### src/hw/plr_pkg.sv
// Constants shared by the link request and line state logic.
// ====================================================================
// Behaviour
// - Phy-driven line code 00 is idle, the default state.
// - Phy-driven line code 01 marks status information arriving.
// - Phy-driven line code 10 marks an incoming packet.
// - Phy-driven line code 11 grants the bus to the link.
// - Link drives the line pins only after a grant, otherwise leaves them.
// - Link drives 00 after transmission to release the bus.
// - Link drives 01 to hold while preparing or to chain another packet.
// - Link drives 10 while sending an outgoing packet.
// - Link sends a serial request stream for bus or register access.
// - Every stream starts with bit 1 and ends with stop bit 0.
// - Bus request: 7 bits, start, kind 1-3, speed 4-5, stop.
// - Read request: 9 bits, start, kind 1-3, address 4-7, stop.
// - Write request: 17 bits, start, kind, address, data 8-15, stop.
// - Kind 000 is immediate, granted without arbitration on next idle.
// - Kind 001 is isochronous, arbitrating after an isochronous gap.
// - Kind 010 is priority, fair gap, no fairness protocol.
// - Kind 011 is fair, fair gap, obeys fairness protocol.
// - Kind 100 reads a phy register, answered by a status transfer.
// - Kind 101 writes the data byte into the addressed phy register.
// - Speed field: 00 100, 01 200, 10 400 Mbit/s, 11 reserved.
// - Fair or priority request issued at least one clock after idle.
// - Receive code during or after request means lost; reissue after idle. The code applies this to fair and priority requests only.
// - Data bus is 2 bits at 100 and 4 bits at 200 Mbit/s.
package plr_pkg;

  // ==================================================================
  // Line codes while the phy owns the lines
  localparam logic [1:0] PHY_IDLE    = 2'h0;
  localparam logic [1:0] PHY_STATUS  = 2'h1;
  localparam logic [1:0] PHY_RECEIVE = 2'h2;
  localparam logic [1:0] PHY_GRANT   = 2'h3;

  // ==================================================================
  // Line codes while the link owns the lines
  localparam logic [1:0] LNK_IDLE    = 2'h0;
  localparam logic [1:0] LNK_HOLD    = 2'h1;
  localparam logic [1:0] LNK_XMIT    = 2'h2;

  // ==================================================================
  // Request kinds and speeds
  localparam logic [2:0] KIND_IMMEDIATE = 3'h0;
  localparam logic [2:0] KIND_ISO       = 3'h1;
  localparam logic [2:0] KIND_PRIORITY  = 3'h2;
  localparam logic [2:0] KIND_FAIR      = 3'h3;
  localparam logic [2:0] KIND_REG_READ  = 3'h4;
  localparam logic [2:0] KIND_REG_WRITE = 3'h5;
  localparam logic [1:0] SPEED_100      = 2'h0;
  localparam logic [1:0] SPEED_200      = 2'h1;
  localparam logic [1:0] SPEED_400      = 2'h2;
  localparam logic [1:0] SPEED_RSVD     = 2'h3;

  // ==================================================================
  // Stream layout
  localparam int          FRAME_W       = 17;
  localparam logic [4:0]  LEN_BUS       = 5'h07;
  localparam logic [4:0]  LEN_READ      = 5'h09;
  localparam logic [4:0]  LEN_WRITE     = 5'h11;
  localparam int          POS_START     = 0;
  localparam int          POS_KIND      = 1;
  localparam int          POS_SPEED     = 4;
  localparam int          POS_ADDR      = 4;
  localparam int          POS_DATA      = 8;
  localparam logic        START_BIT     = 1'b1;
  localparam logic        STOP_BIT      = 1'b0;
  localparam int          DATA_W_100    = 2;
  localparam int          DATA_W_200    = 4;

endpackage

### src/hw/plr_link_ctrl.sv
// Link-side request serialiser and line state owner for the phy interface.
`timescale 1ns/1ps
module plr_link_ctrl
  import plr_pkg::*;
#(
  parameter int DataW = DATA_W_200
)
(
  input  wire logic       core_clk,
  input  wire logic       srst,
  // Line state pins, three-signal form
  input  wire logic [1:0] lineStateIn,
  output logic [1:0]      lineStateOut,
  output logic            lineStateOe,
  output logic            linkRequestLine,
  // Request port
  input  wire logic       reqValid,
  output logic            reqReady,
  input  wire logic [2:0] reqKind,
  input  wire logic [1:0] reqSpeed,
  input  wire logic [3:0] reqAddr,
  input  wire logic [7:0] reqData,
  output logic            reqSent,
  output logic            reqLost,
  output logic            reqRejected,
  output logic            reqGranted,
  // Transmit control, valid while the link owns the lines
  input  wire logic       txSend,
  input  wire logic       txDone,
  input  wire logic       txChain,
  output logic            linkOwnsBus,
  // Decoded phy line state
  output logic            phyIdle,
  output logic            phyStatus,
  output logic            phyReceive,
  output logic            phyGrant
);

  // ==================================================================
  // Parameter check
  if (DataW != DATA_W_100 && DataW != DATA_W_200) begin : g_bad_data_w
    $error("plr_link_ctrl: DataW must be 2 or 4");
  end
  // A write stream must fit in the frame buffer
  if (FRAME_W < int'(LEN_WRITE)) begin : g_bad_frame_w
    $error("plr_link_ctrl: frame too narrow for a write request");
  end

  // ==================================================================
  // Types and state
  typedef enum logic [2:0] {
    RQ_IDLE,
    RQ_WAIT_IDLE,
    RQ_LOAD,
    RQ_SEND,
    RQ_PENDING
  } plr_rq_e;

  typedef enum logic [1:0] {
    BUS_PHY,
    BUS_HOLD,
    BUS_XMIT,
    BUS_RELEASE
  } plr_bus_e;

  plr_rq_e             rqState_q;
  plr_bus_e            busState_q;
  logic [2:0]          kind_q;
  logic [1:0]          speed_q;
  logic [3:0]          addr_q;
  logic [7:0]          data_q;
  logic                lost_q;
  logic                shiftLoad;
  logic                shiftBusy;
  logic                stopSent;
  logic [FRAME_W-1:0]  frame;
  logic [4:0]          frameLen;
  logic                legalReq;
  logic                takeReq;
  logic                lostNow;
  logic                streamDone;

  // ==================================================================
  // Helpers
  function automatic logic isBusKind(input logic [2:0] kind);
    isBusKind = kind == KIND_IMMEDIATE || kind == KIND_ISO
             || kind == KIND_PRIORITY  || kind == KIND_FAIR;
  endfunction

  // Only fair and priority must wait for idle and can be lost
  function automatic logic isArbKind(input logic [2:0] kind);
    isArbKind = kind == KIND_PRIORITY || kind == KIND_FAIR;
  endfunction

  // Reserved kinds, and the reserved speed on a bus request, are never sent
  function automatic logic isLegalReq(input logic [2:0] kind, input logic [1:0] speed);
    isLegalReq = kind <= KIND_REG_WRITE
              && !(isBusKind(kind) && speed == SPEED_RSVD);
  endfunction

  function automatic logic [FRAME_W-1:0] buildFrame(
    input logic [2:0] kind,
    input logic [1:0] speed,
    input logic [3:0] addr,
    input logic [7:0] data
  );
    logic [FRAME_W-1:0] f;
    f = '0;
    f[POS_START] = START_BIT;
    f[POS_KIND +: 3] = kind;
    if (isBusKind(kind)) begin
      f[POS_SPEED +: 2] = speed;
      f[LEN_BUS - 5'h01] = STOP_BIT;
    end else begin
      f[POS_ADDR +: 4] = addr;
      if (kind == KIND_REG_WRITE) begin
        f[POS_DATA +: 8] = data;
      end
    end
    buildFrame = f;
  endfunction

  function automatic logic [4:0] frameLength(input logic [2:0] kind);
    if (isBusKind(kind)) begin
      frameLength = LEN_BUS;
    end else if (kind == KIND_REG_READ) begin
      frameLength = LEN_READ;
    end else begin
      frameLength = LEN_WRITE;
    end
  endfunction

  // ==================================================================
  // Line decode
  plr_line_decoder u_decoder (
    .core_clk    (core_clk),
    .srst        (srst),
    .lineStateIn (lineStateIn),
    .linkOwns    (lineStateOe),
    .phyIdle     (phyIdle),
    .phyStatus   (phyStatus),
    .phyReceive  (phyReceive),
    .phyGrant    (phyGrant)
  );

  // ==================================================================
  // Request intake
  assign reqReady = rqState_q == RQ_IDLE;
  assign takeReq  = reqValid && reqReady;

  assign legalReq = isLegalReq(reqKind, reqSpeed);

  always_ff @(posedge core_clk) begin
    if (srst) begin
      kind_q  <= KIND_IMMEDIATE;
      speed_q <= SPEED_100;
      addr_q  <= 4'h0;
      data_q  <= 8'h00;
    end else if (takeReq && legalReq) begin
      kind_q  <= reqKind;
      speed_q <= reqSpeed;
      addr_q  <= reqAddr;
      data_q  <= reqData;
    end
  end

  always_ff @(posedge core_clk) begin
    if (srst) begin
      reqRejected <= 1'b0;
    end else begin
      reqRejected <= takeReq && !legalReq;
    end
  end

  // ==================================================================
  // Request sequencing
  assign frame     = buildFrame(kind_q, speed_q, addr_q, data_q);
  assign frameLen  = frameLength(kind_q);
  assign shiftLoad = rqState_q == RQ_LOAD;

  always_ff @(posedge core_clk) begin
    if (srst) begin
      rqState_q <= RQ_IDLE;
    end else begin
      case (rqState_q)
        RQ_IDLE: begin
          if (takeReq && legalReq) begin
            rqState_q <= isArbKind(reqKind) ? RQ_WAIT_IDLE : RQ_LOAD;
          end
        end
        RQ_WAIT_IDLE: begin
          // Decoded idle is one clock late, giving the required clock
          if (phyIdle) begin
            rqState_q <= RQ_LOAD;
          end
        end
        RQ_LOAD: begin
          if (!shiftBusy) begin
            rqState_q <= RQ_SEND;
          end
        end
        RQ_SEND: begin
          if (stopSent) begin
            if (!isBusKind(kind_q)) begin
              rqState_q <= RQ_IDLE;
            end else if (lost_q || (isArbKind(kind_q) && phyReceive)) begin
              rqState_q <= RQ_WAIT_IDLE;
            end else begin
              rqState_q <= RQ_PENDING;
            end
          end
        end
        RQ_PENDING: begin
          // Immediate waits through reception; grant follows the next idle
          if (phyGrant) begin
            rqState_q <= RQ_IDLE;
          end else if (isArbKind(kind_q) && phyReceive) begin
            rqState_q <= RQ_WAIT_IDLE;
          end
        end
        default: rqState_q <= RQ_IDLE;
      endcase
    end
  end

  // Receive seen while the stream is still going out
  always_ff @(posedge core_clk) begin
    if (srst) begin
      lost_q <= 1'b0;
    end else if (rqState_q == RQ_LOAD) begin
      lost_q <= 1'b0;
    end else if (rqState_q == RQ_SEND && isArbKind(kind_q) && phyReceive) begin
      lost_q <= 1'b1;
    end
  end

  // ==================================================================
  // Status pulses
  assign streamDone = rqState_q == RQ_SEND && stopSent;
  // Loss is reported once, at the first receive seen while the request is out
  assign lostNow    = isArbKind(kind_q) && phyReceive
                   && ((rqState_q == RQ_SEND && !lost_q)
                       || (rqState_q == RQ_PENDING && !phyGrant));

  always_ff @(posedge core_clk) begin
    if (srst) begin
      reqSent <= 1'b0;
    end else begin
      reqSent <= streamDone;
    end
  end

  always_ff @(posedge core_clk) begin
    if (srst) begin
      reqLost <= 1'b0;
    end else begin
      reqLost <= lostNow;
    end
  end

  always_ff @(posedge core_clk) begin
    if (srst) begin
      reqGranted <= 1'b0;
    end else begin
      reqGranted <= rqState_q == RQ_PENDING && phyGrant;
    end
  end

  plr_req_shifter u_shifter (
    .core_clk        (core_clk),
    .srst            (srst),
    .load            (shiftLoad),
    .frame           (frame),
    .frameLen        (frameLen),
    .busy            (shiftBusy),
    .stopSent        (stopSent),
    .linkRequestLine (linkRequestLine)
  );

  // ==================================================================
  // Line ownership
  always_ff @(posedge core_clk) begin
    if (srst) begin
      busState_q <= BUS_PHY;
    end else begin
      case (busState_q)
        BUS_PHY: begin
          // Taken from the registered decode, one clock after the pins show it
          if (phyGrant) begin
            busState_q <= BUS_HOLD;
          end
        end
        BUS_HOLD: begin
          if (txSend) begin
            busState_q <= BUS_XMIT;
          end
        end
        BUS_XMIT: begin
          if (txDone) begin
            // Chaining keeps the bus with no new arbitration
            busState_q <= txChain ? BUS_HOLD : BUS_RELEASE;
          end
        end
        BUS_RELEASE: begin
          busState_q <= BUS_PHY;
        end
        default: busState_q <= BUS_PHY;
      endcase
    end
  end

  // Output flops follow the state a cycle later; code 11 is never produced
  always_ff @(posedge core_clk) begin
    if (srst) begin
      lineStateOut <= LNK_IDLE;
    end else begin
      case (busState_q)
        BUS_HOLD: begin
          lineStateOut <= LNK_HOLD;
        end
        BUS_XMIT: begin
          lineStateOut <= LNK_XMIT;
        end
        BUS_RELEASE: begin
          lineStateOut <= LNK_IDLE;
        end
        default: begin
          lineStateOut <= LNK_IDLE;
        end
      endcase
    end
  end

  // Drivers stay off unless a grant has been taken
  always_ff @(posedge core_clk) begin
    if (srst) begin
      lineStateOe <= 1'b0;
    end else begin
      lineStateOe <= busState_q != BUS_PHY;
    end
  end

  assign linkOwnsBus = lineStateOe;

endmodule // plr_link_ctrl

### src/hw/plr_line_decoder.sv
// Registered decode of the phy-driven line state pins.
`timescale 1ns/1ps
module plr_line_decoder
  import plr_pkg::*;
(
  input  wire logic       core_clk,
  input  wire logic       srst,
  input  wire logic [1:0] lineStateIn,
  input  wire logic       linkOwns,
  output logic            phyIdle,
  output logic            phyStatus,
  output logic            phyReceive,
  output logic            phyGrant
);
  // Decode is blanked while the link drives the pins itself
  always_ff @(posedge core_clk) begin
    if (srst) begin
      phyIdle    <= 1'b1;
      phyStatus  <= 1'b0;
      phyReceive <= 1'b0;
      phyGrant   <= 1'b0;
    end else begin
      phyIdle    <= !linkOwns && lineStateIn == PHY_IDLE;
      phyStatus  <= !linkOwns && lineStateIn == PHY_STATUS;
      phyReceive <= !linkOwns && lineStateIn == PHY_RECEIVE;
      phyGrant   <= !linkOwns && lineStateIn == PHY_GRANT;
    end
  end

endmodule // plr_line_decoder

### src/hw/plr_req_shifter.sv
// Serial shifter for request streams on the link request line.
`timescale 1ns/1ps
module plr_req_shifter
  import plr_pkg::*;
#(
  parameter int FrameW = FRAME_W
)
(
  input  wire logic              core_clk,
  input  wire logic              srst,
  input  wire logic              load,
  input  wire logic [FrameW-1:0] frame,
  input  wire logic [4:0]        frameLen,
  output logic                   busy,
  output logic                   stopSent,
  output logic                   linkRequestLine
);
  logic [FrameW-1:0] shift_q;
  logic [4:0]        left_q;

  if (FrameW < FRAME_W) begin : g_bad_frame_w
    $error("plr_req_shifter: FrameW too small");
  end

  assign busy = left_q != 5'h00;

  // Load is ignored while busy, so streams never overlap
  always_ff @(posedge core_clk) begin
    if (srst) begin
      shift_q <= '0;
      left_q  <= 5'h00;
    end else if (load && !busy) begin
      shift_q <= frame;
      left_q  <= frameLen;
    end else if (busy) begin
      shift_q <= {1'b0, shift_q[FrameW-1:1]};
      left_q  <= left_q - 5'h01;
    end
  end

  always_ff @(posedge core_clk) begin
    if (srst) begin
      linkRequestLine <= 1'b0;
      stopSent        <= 1'b0;
    end else begin
      linkRequestLine <= busy ? shift_q[0] : 1'b0;
      stopSent        <= left_q == 5'h01;
    end
  end

endmodule // plr_req_shifter

### config.mk
export PLATFORM = sky130hd
export DESIGN_NAME = plr_link_ctrl
export DESIGN_NICKNAME = d
export VERILOG_FILES = /design/src/hw/plr_pkg.sv /design/src/hw/plr_link_ctrl.sv /design/src/hw/plr_line_decoder.sv /design/src/hw/plr_req_shifter.sv
export SDC_FILE = /design/constraint.sdc
export NUM_CORES = 1
export LEC_CHECK = 0
export BUFFER_PORTS_ARGS = -buffer_cell sky130_fd_sc_hd__buf_2
export CELL_PAD_IN_SITES_DETAIL_PLACEMENT = 0
export CELL_PAD_IN_SITES_GLOBAL_PLACEMENT = 1
export CORE_ASPECT_RATIO = 0.75
export CORE_MARGIN = 4
export CORE_UTILIZATION = 45
export CTS_CLUSTER_DIAMETER = 80
export DETAILED_ROUTE_END_ITERATION = 6
export GPL_TIMING_DRIVEN = 0
export PLACE_DENSITY = 0.86
export SYNTH_ARGS = -nofsm -noshare
export SYNTH_HDL_FRONTEND = slang
export SYNTH_SLANG_ARGS = --single-unit
### constraint.sdc
create_clock -name core_clk -period 4.91 [get_ports core_clk]
set_input_delay 0.2455 -clock core_clk [delete_from_list [all_inputs] [get_ports core_clk]]
set_output_delay 0.2455 -clock core_clk [all_outputs]
set_load 0.02 [all_outputs]
---- After elaboration in Yosys (flattened, before gate mapping) ----
Index checks and enable logic that the tools add are counted.
word-level totals
  output and inout bits ................... 14
  register bits ........................... 57
cells by class
  reductions and logical operators ........ 46
  eq/ne operators ......................... 28
  order comparisons ....................... 1
  mux-type cells .......................... 25
  $add $sub $neg .......................... 1
  bitwise gates (word level) .............. 1
operators with widths
  kind                 number
  $mux 16              2
  $mux 3               9
  $mux 5               4
  $eq 3x2->1 const B   6
  $logic_and 1x1->1    18
  $pmux 3 s5           1
  $eq 2x2->1 const B   5
  $logic_or 1x1->1     10
  $mux 2               5
  $eq 3x1->1 const B   3
  $eq 3x3->1 const B   3
  $logic_not 3->1      3
  $mux 9               1
  $mux 8               1
  $ne 2x1->1 const B   4
  $pmux 2 s4           1
  $logic_not 1->1      6
  $ne 2x2->1 const B   3
  $eq 5x1->1 const B   1
  $reduce_and 5->1     1
  $reduce_bool 5->1    1
  $sub 5x1->5 const B  1
  $eq 2x1->1 const B   2
  $logic_not 2->1      2
  other kinds (7)      9

---- Depth between registers and ports, before layout ----
  depth after elaboration ................. 10
  depth in mapped cells ................... 7
  mapped depth without buffers ............ 6

---- Modules after synthesis ----
From an unflattened synthesis, not the netlist that was laid out.
second synthesis, totals
  cell total of the unflattened synthesis .. 272
  area, all modules ....................... 2593.7 µm²
modules (own cells, without submodules)
  module            area an instance (µm²)  instances  cells an instance  sequential area each (µm²)
  plr_link_ctrl     1360.1                  1          149                600.6
  plr_req_shifter   1112.3                  1          114                480.5
  plr_line_decoder  121.4                   1          9                  80.1

---- Worst setup path after synthesis ----
OpenSTA, ideal clock, no wires.
  kind .................................... flip-flop to flip-flop
  start ................................... register rqState_q[2]
  end ..................................... register speed_q[0]
  data arrival time ....................... 1832 ps
  path slack .............................. 2951 ps
  library setup time ...................... 128 ps
  cell stages (with the launch flop) ...... 8
  cell sequence ........................... dfxtp_1 buf_2 nor3_1 nand4b_1 buf_4 buf_6 mux2i_1 nor2_1
between the ends
  word-level cells in the longest chain between the ends .. 3
ends and longest elaborated chain
  item                    line                  source
  from (decl)             plr_link_ctrl.sv:66   plr_rq_e rqState_q;
  from (signal assigned)  plr_link_ctrl.sv:188  rqState_q <= isArbKind(reqKind) ? RQ_WAIT_IDLE : RQ_LOAD;
  $logic_not 3->1         plr_link_ctrl.sv:148  assign reqReady = rqState_q == RQ_IDLE;
  named net reqReady      plr_link_ctrl.sv:18   output logic reqReady,
  $logic_and 1x1->1       plr_link_ctrl.sv:149  assign takeReq = reqValid && reqReady;
  $logic_and 1x1->1       plr_link_ctrl.sv:159  end else if (takeReq && legalReq) begin
  to (signal assigned)    plr_link_ctrl.sv:161  speed_q <= reqSpeed;
  to (decl)               plr_link_ctrl.sv:69   logic [1:0] speed_q;
The timed path passes the listed nets, and every way through them passes these cells.
A chain may end at the register's enable or synchronous reset.

---- Worst setup path in the final report ----
  start ................................... register u_shifter.left_q[0]
  end ..................................... register u_shifter.left_q[4]
between the ends
  word-level cells in the longest chain between the ends .. 4
  elaborated cells on any way between the ends .. 7
  those cells by class .................... 1 x add/sub; 2 x mux; 4 x reduce/logical
ends and longest elaborated chain
  item                                                                 line                   source
  from (decl)                                                          plr_req_shifter.sv:19  logic [4:0] left_q;
  from (signal assigned)                                               plr_req_shifter.sv:34  left_q <= frameLen;
  from (signal assigned)                                               plr_req_shifter.sv:37  left_q <= left_q - 5'h01;
  parallel branches: the longest is 4 deep, another holds $sub 5x1->5  --
Several ways; the timed one is not identified. The select of a mux whose other input is x is not followed.

==> impl_metrics.csv <==
group,metric,value,unit
run_status,status,"complete, no violations",
worst_setup_path,crit_required,5.17,ns
pwr,power_density,549,nW/um2
drt,ant_nets,0,
worst_setup_path,path_cells,"inv_1 > ha_1 > nor4b_2 > clkbuf_1 > o2111ai_1 > a21oi_1",
worst_setup_path,crit_arrival,2.38,ns
cts,htreeDepth,3,
floorplan,start_util,0.476,
cts,ctsHoldBuffers,0,
placement,gp_congestion,0.826,
worst_setup_path,r2r_cells,6,
drt,routed_wl,5340,um
worst_setup_path,path_class,"reg2reg",
worst_setup_path,reg2reg_slack,2.78,ns
worst_setup_path,critPathLaunch,"u_shifter.left_q[0]",
cts,post_cts_resized,0,
synth,ys_types,44,
cts,cts_num_sinks,57,
timing,worstMarginPinSlew,0.618,ns
timing,rsz0062_at_grt,"no",
synth,yosysWarnings,0,
global_routing,globalRouteOverflowTotal,0,
synth,ys_seq_elements,57,
worst_setup_path,cp_num_cells,6,
global_routing,antenna_found_initial,0,
final_layout,drive_gt1_frac,0.188,
floorplan,io-pin-count,39,
worst_setup_path,cp_top_family,"buffers and inverters",
global_routing,met2_usage,0.233,
worst_setup_path,slowest_delay,0.53,ns
worst_setup_path,reg2reg_from,"u_shifter.left_q[0]",
floorplan,rows,22,
synth,synth_edf_count,0,
synth,ys_seq_area_frac,0.479,
synth,synthFlopType,"dfxtp_1",
timing,tns,0,ns
pwr,ir_drop,0.000271,V
drt,via_per_inst,5.18,
global_routing,grt_max_degree,11,
drt,num_vias,1967,
drt,drtIter0Drc,155,
worst_setup_path,worst-path-buf-inv,2,
timing,fin_skew,0.00516,ns
drt,routedWlPerCell,14.1,um
floorplan,die_w,92.0,um
timing,slew_headroom,0.585,
final_layout,syn2layout_area_growth,17.8,%
timing,fin_crit_sh,0.433,
cts,cts_tree,"yes",
global_routing,top_usage_layer,"met1",
final_layout,fin_util,0.561,
global_routing,first_global_vias,1710,
final_layout,final_common_cell,"dfxtp_1",
floorplan,die_h,71.0,um
final_layout,antenna_cells,0,
cts,cts.clk_slew.worst_paths,0.06,ns
placement,port_buffers,37,
timing,hold_viol,0,
cts,cts_max_path_buffers,2,
drt,drt-pass1-iter-count,4,
pwr,p_leak,0.00120,uW
timing,max_clock_freq,471,MHz
global_routing,grt.met1_usage,0.246,
cts,numCtsBuffers,9,
worst_setup_path,path_max_fanout,10,
synth,synth_top_cell_by_area,"dfxtp_1",
final_layout,mostFrequentLayoutCells,"dfxtp_1 (57), nor2_1 (41), buf_2 (38)",
final_layout,final_nets,334,
min_path,hold_path_class,"in2reg",
timing,slew_violations,0,
worst_setup_path,critPathCapture,"u_shifter.left_q[4]",
run,maxCapViolCount,0,
cts,root_buffer,"clkbuf_8",
global_routing,grtUsageMet3,0.0627,
worst_setup_path,cp-start-kind,"flip-flop",
timing,layout_min_cycle_time,2.13,ns
worst_setup_path,crit_slowest_cell,"nor4b_2",
placement,dp_hpwl,3730,um
synth,syn-mean-instance-area,9.24,um2
synth,syn_nets,286,
synth,syn_area,2380,um2
global_routing,grt_usage,0.174,
synth,synth_top_area_frac,0.479,
floorplan,core,5010,um2
drt,drc,0,
cts,clock_latency,0.33,ns
synth,syn_inst,258,
synth,synthTopCellsByArea,"dfxtp_1 (48%), mux2i_1 (8.4%), nor2_1 (6.5%)",
worst_setup_path,critPathCaptureType,"flip-flop",
global_routing,grt_pass1_wl,8750,um
worst_setup_path,r2r_end,"u_shifter.left_q[4]",
floorplan,die_area,6540,um2
synth,async_flop_share,0,
cts,post_cts_buffers,0,
timing,setup_viol,0,
## cell usage after synthesis (2+ instances only)
cell	number
dfxtp_1	57
nor2_1	41
nand2_1	26
mux2i_1	20
nor3_1	16
clkbuf_1	11
a221oi_1	7
a211oi_1	6
a21oi_1	6
nor3b_1	6
a311oi_1	5
inv_1	5
and3b_1	3
buf_6	3
ha_1	3
nand2b_1	3
nand3_1	3
a31oi_1	2
buf_1	2
buf_4	2
nand4b_1	2
nor2b_1	2
nor4_1	2
o2111ai_1	2
o211ai_1	2
o22ai_1	2
o31ai_1	2
## worst reg2reg max path, cell delays in order (launching register included)
cell	delay, ns
dfxtp_1	0.35
inv_1	0.09
ha_1	0.18
nor4b_2	0.53
clkbuf_1	0.46
o2111ai_1	0.24
a21oi_1	0.19
## cell type report
type / instances / area, um2
Fill cell: 500 / 2200
Sequential cell: 57 / 1140
Multi-Input combinational cell: 177 / 1120
Timing Repair Buffer: 37 / 185
Clock buffer: 12 / 145
Buffer: 19 / 103
Tap cell: 72 / 90.1
Inverter: 5 / 18.8
Clock inverter: 1 / 5.00
## cell families after synthesis
kind of cell | synth area share
AO/OA/AOI/OAI | 0.130
XOR/XNOR | 0.00735
adder cells (fa/ha/maj) | 0.0157
buffers and inverters | 0.0509
flip-flops | 0.479
multiplexers | 0.0840
AND/OR/NAND/NOR | 0.234
## routing by layer
metal | up-vias | wire length, um
li1 | 1015 | -
met3 | 7 | 281
met4 | 0 | 72
met5 | - | 0
met1 | 901 | 2850
met2 | 44 | 2130
## sequential cells by signal (all words and copies together) (netlist names), 2 cells and up
register / flops
u_shifter.left_q: 5
lineStateOut: 2
rqState_q: 3
addr_q: 4
u_shifter.shift_q: 16
data_q: 8
kind_q: 3
speed_q: 2
busState_q: 2
## stage by stage
stage / setup WS, ns / instance area, um2 / std cells / hold WS [ns] / total power, uW
2_1_floorplan: 2.95 / 2380 / 258 / 0.317 / 1050
3_3_place_gp: 2.85 / 2660 / 367 / 0.446 / 1180
3_5_place_dp: 2.82 / 2660 / 367 / 0.445 / 1190
4_1_cts: 2.80 / 2810 / 380 / 0.0908 / 1550
5_1_grt: 2.66 / 2810 / 380 / 0.0979 / 1650
6_report: 2.78 / 2810 / 380 / 0.108 / 1540
## worst min path at each step
| stage | start | cells past startpoint | end |
|---|---|---|---|
| after floorplan | lineStateIn[0] | 1 | u_decoder.phyReceive |
| after global placement | lineStateIn[0] | 2 | u_decoder.phyReceive |
| after detailed placement | u_shifter.shift_q[5] | 2 | u_shifter.shift_q[4] |
| after CTS | lineStateIn[1] | 2 | u_decoder.phyStatus |
| after global routing | lineStateIn[0] | 2 | u_decoder.phyReceive |
| final | lineStateIn[1] | 2 | u_decoder.phyStatus |
## power breakdown
group	internal (uW)	leakage, uW	switching, uW
sequential	555	0.000467	64.6
clock	187	0.0000782	164
combinational	229	0.000656	342
total	971	0.00120	571
No activity file was read; power rests on OpenSTA's default activity.
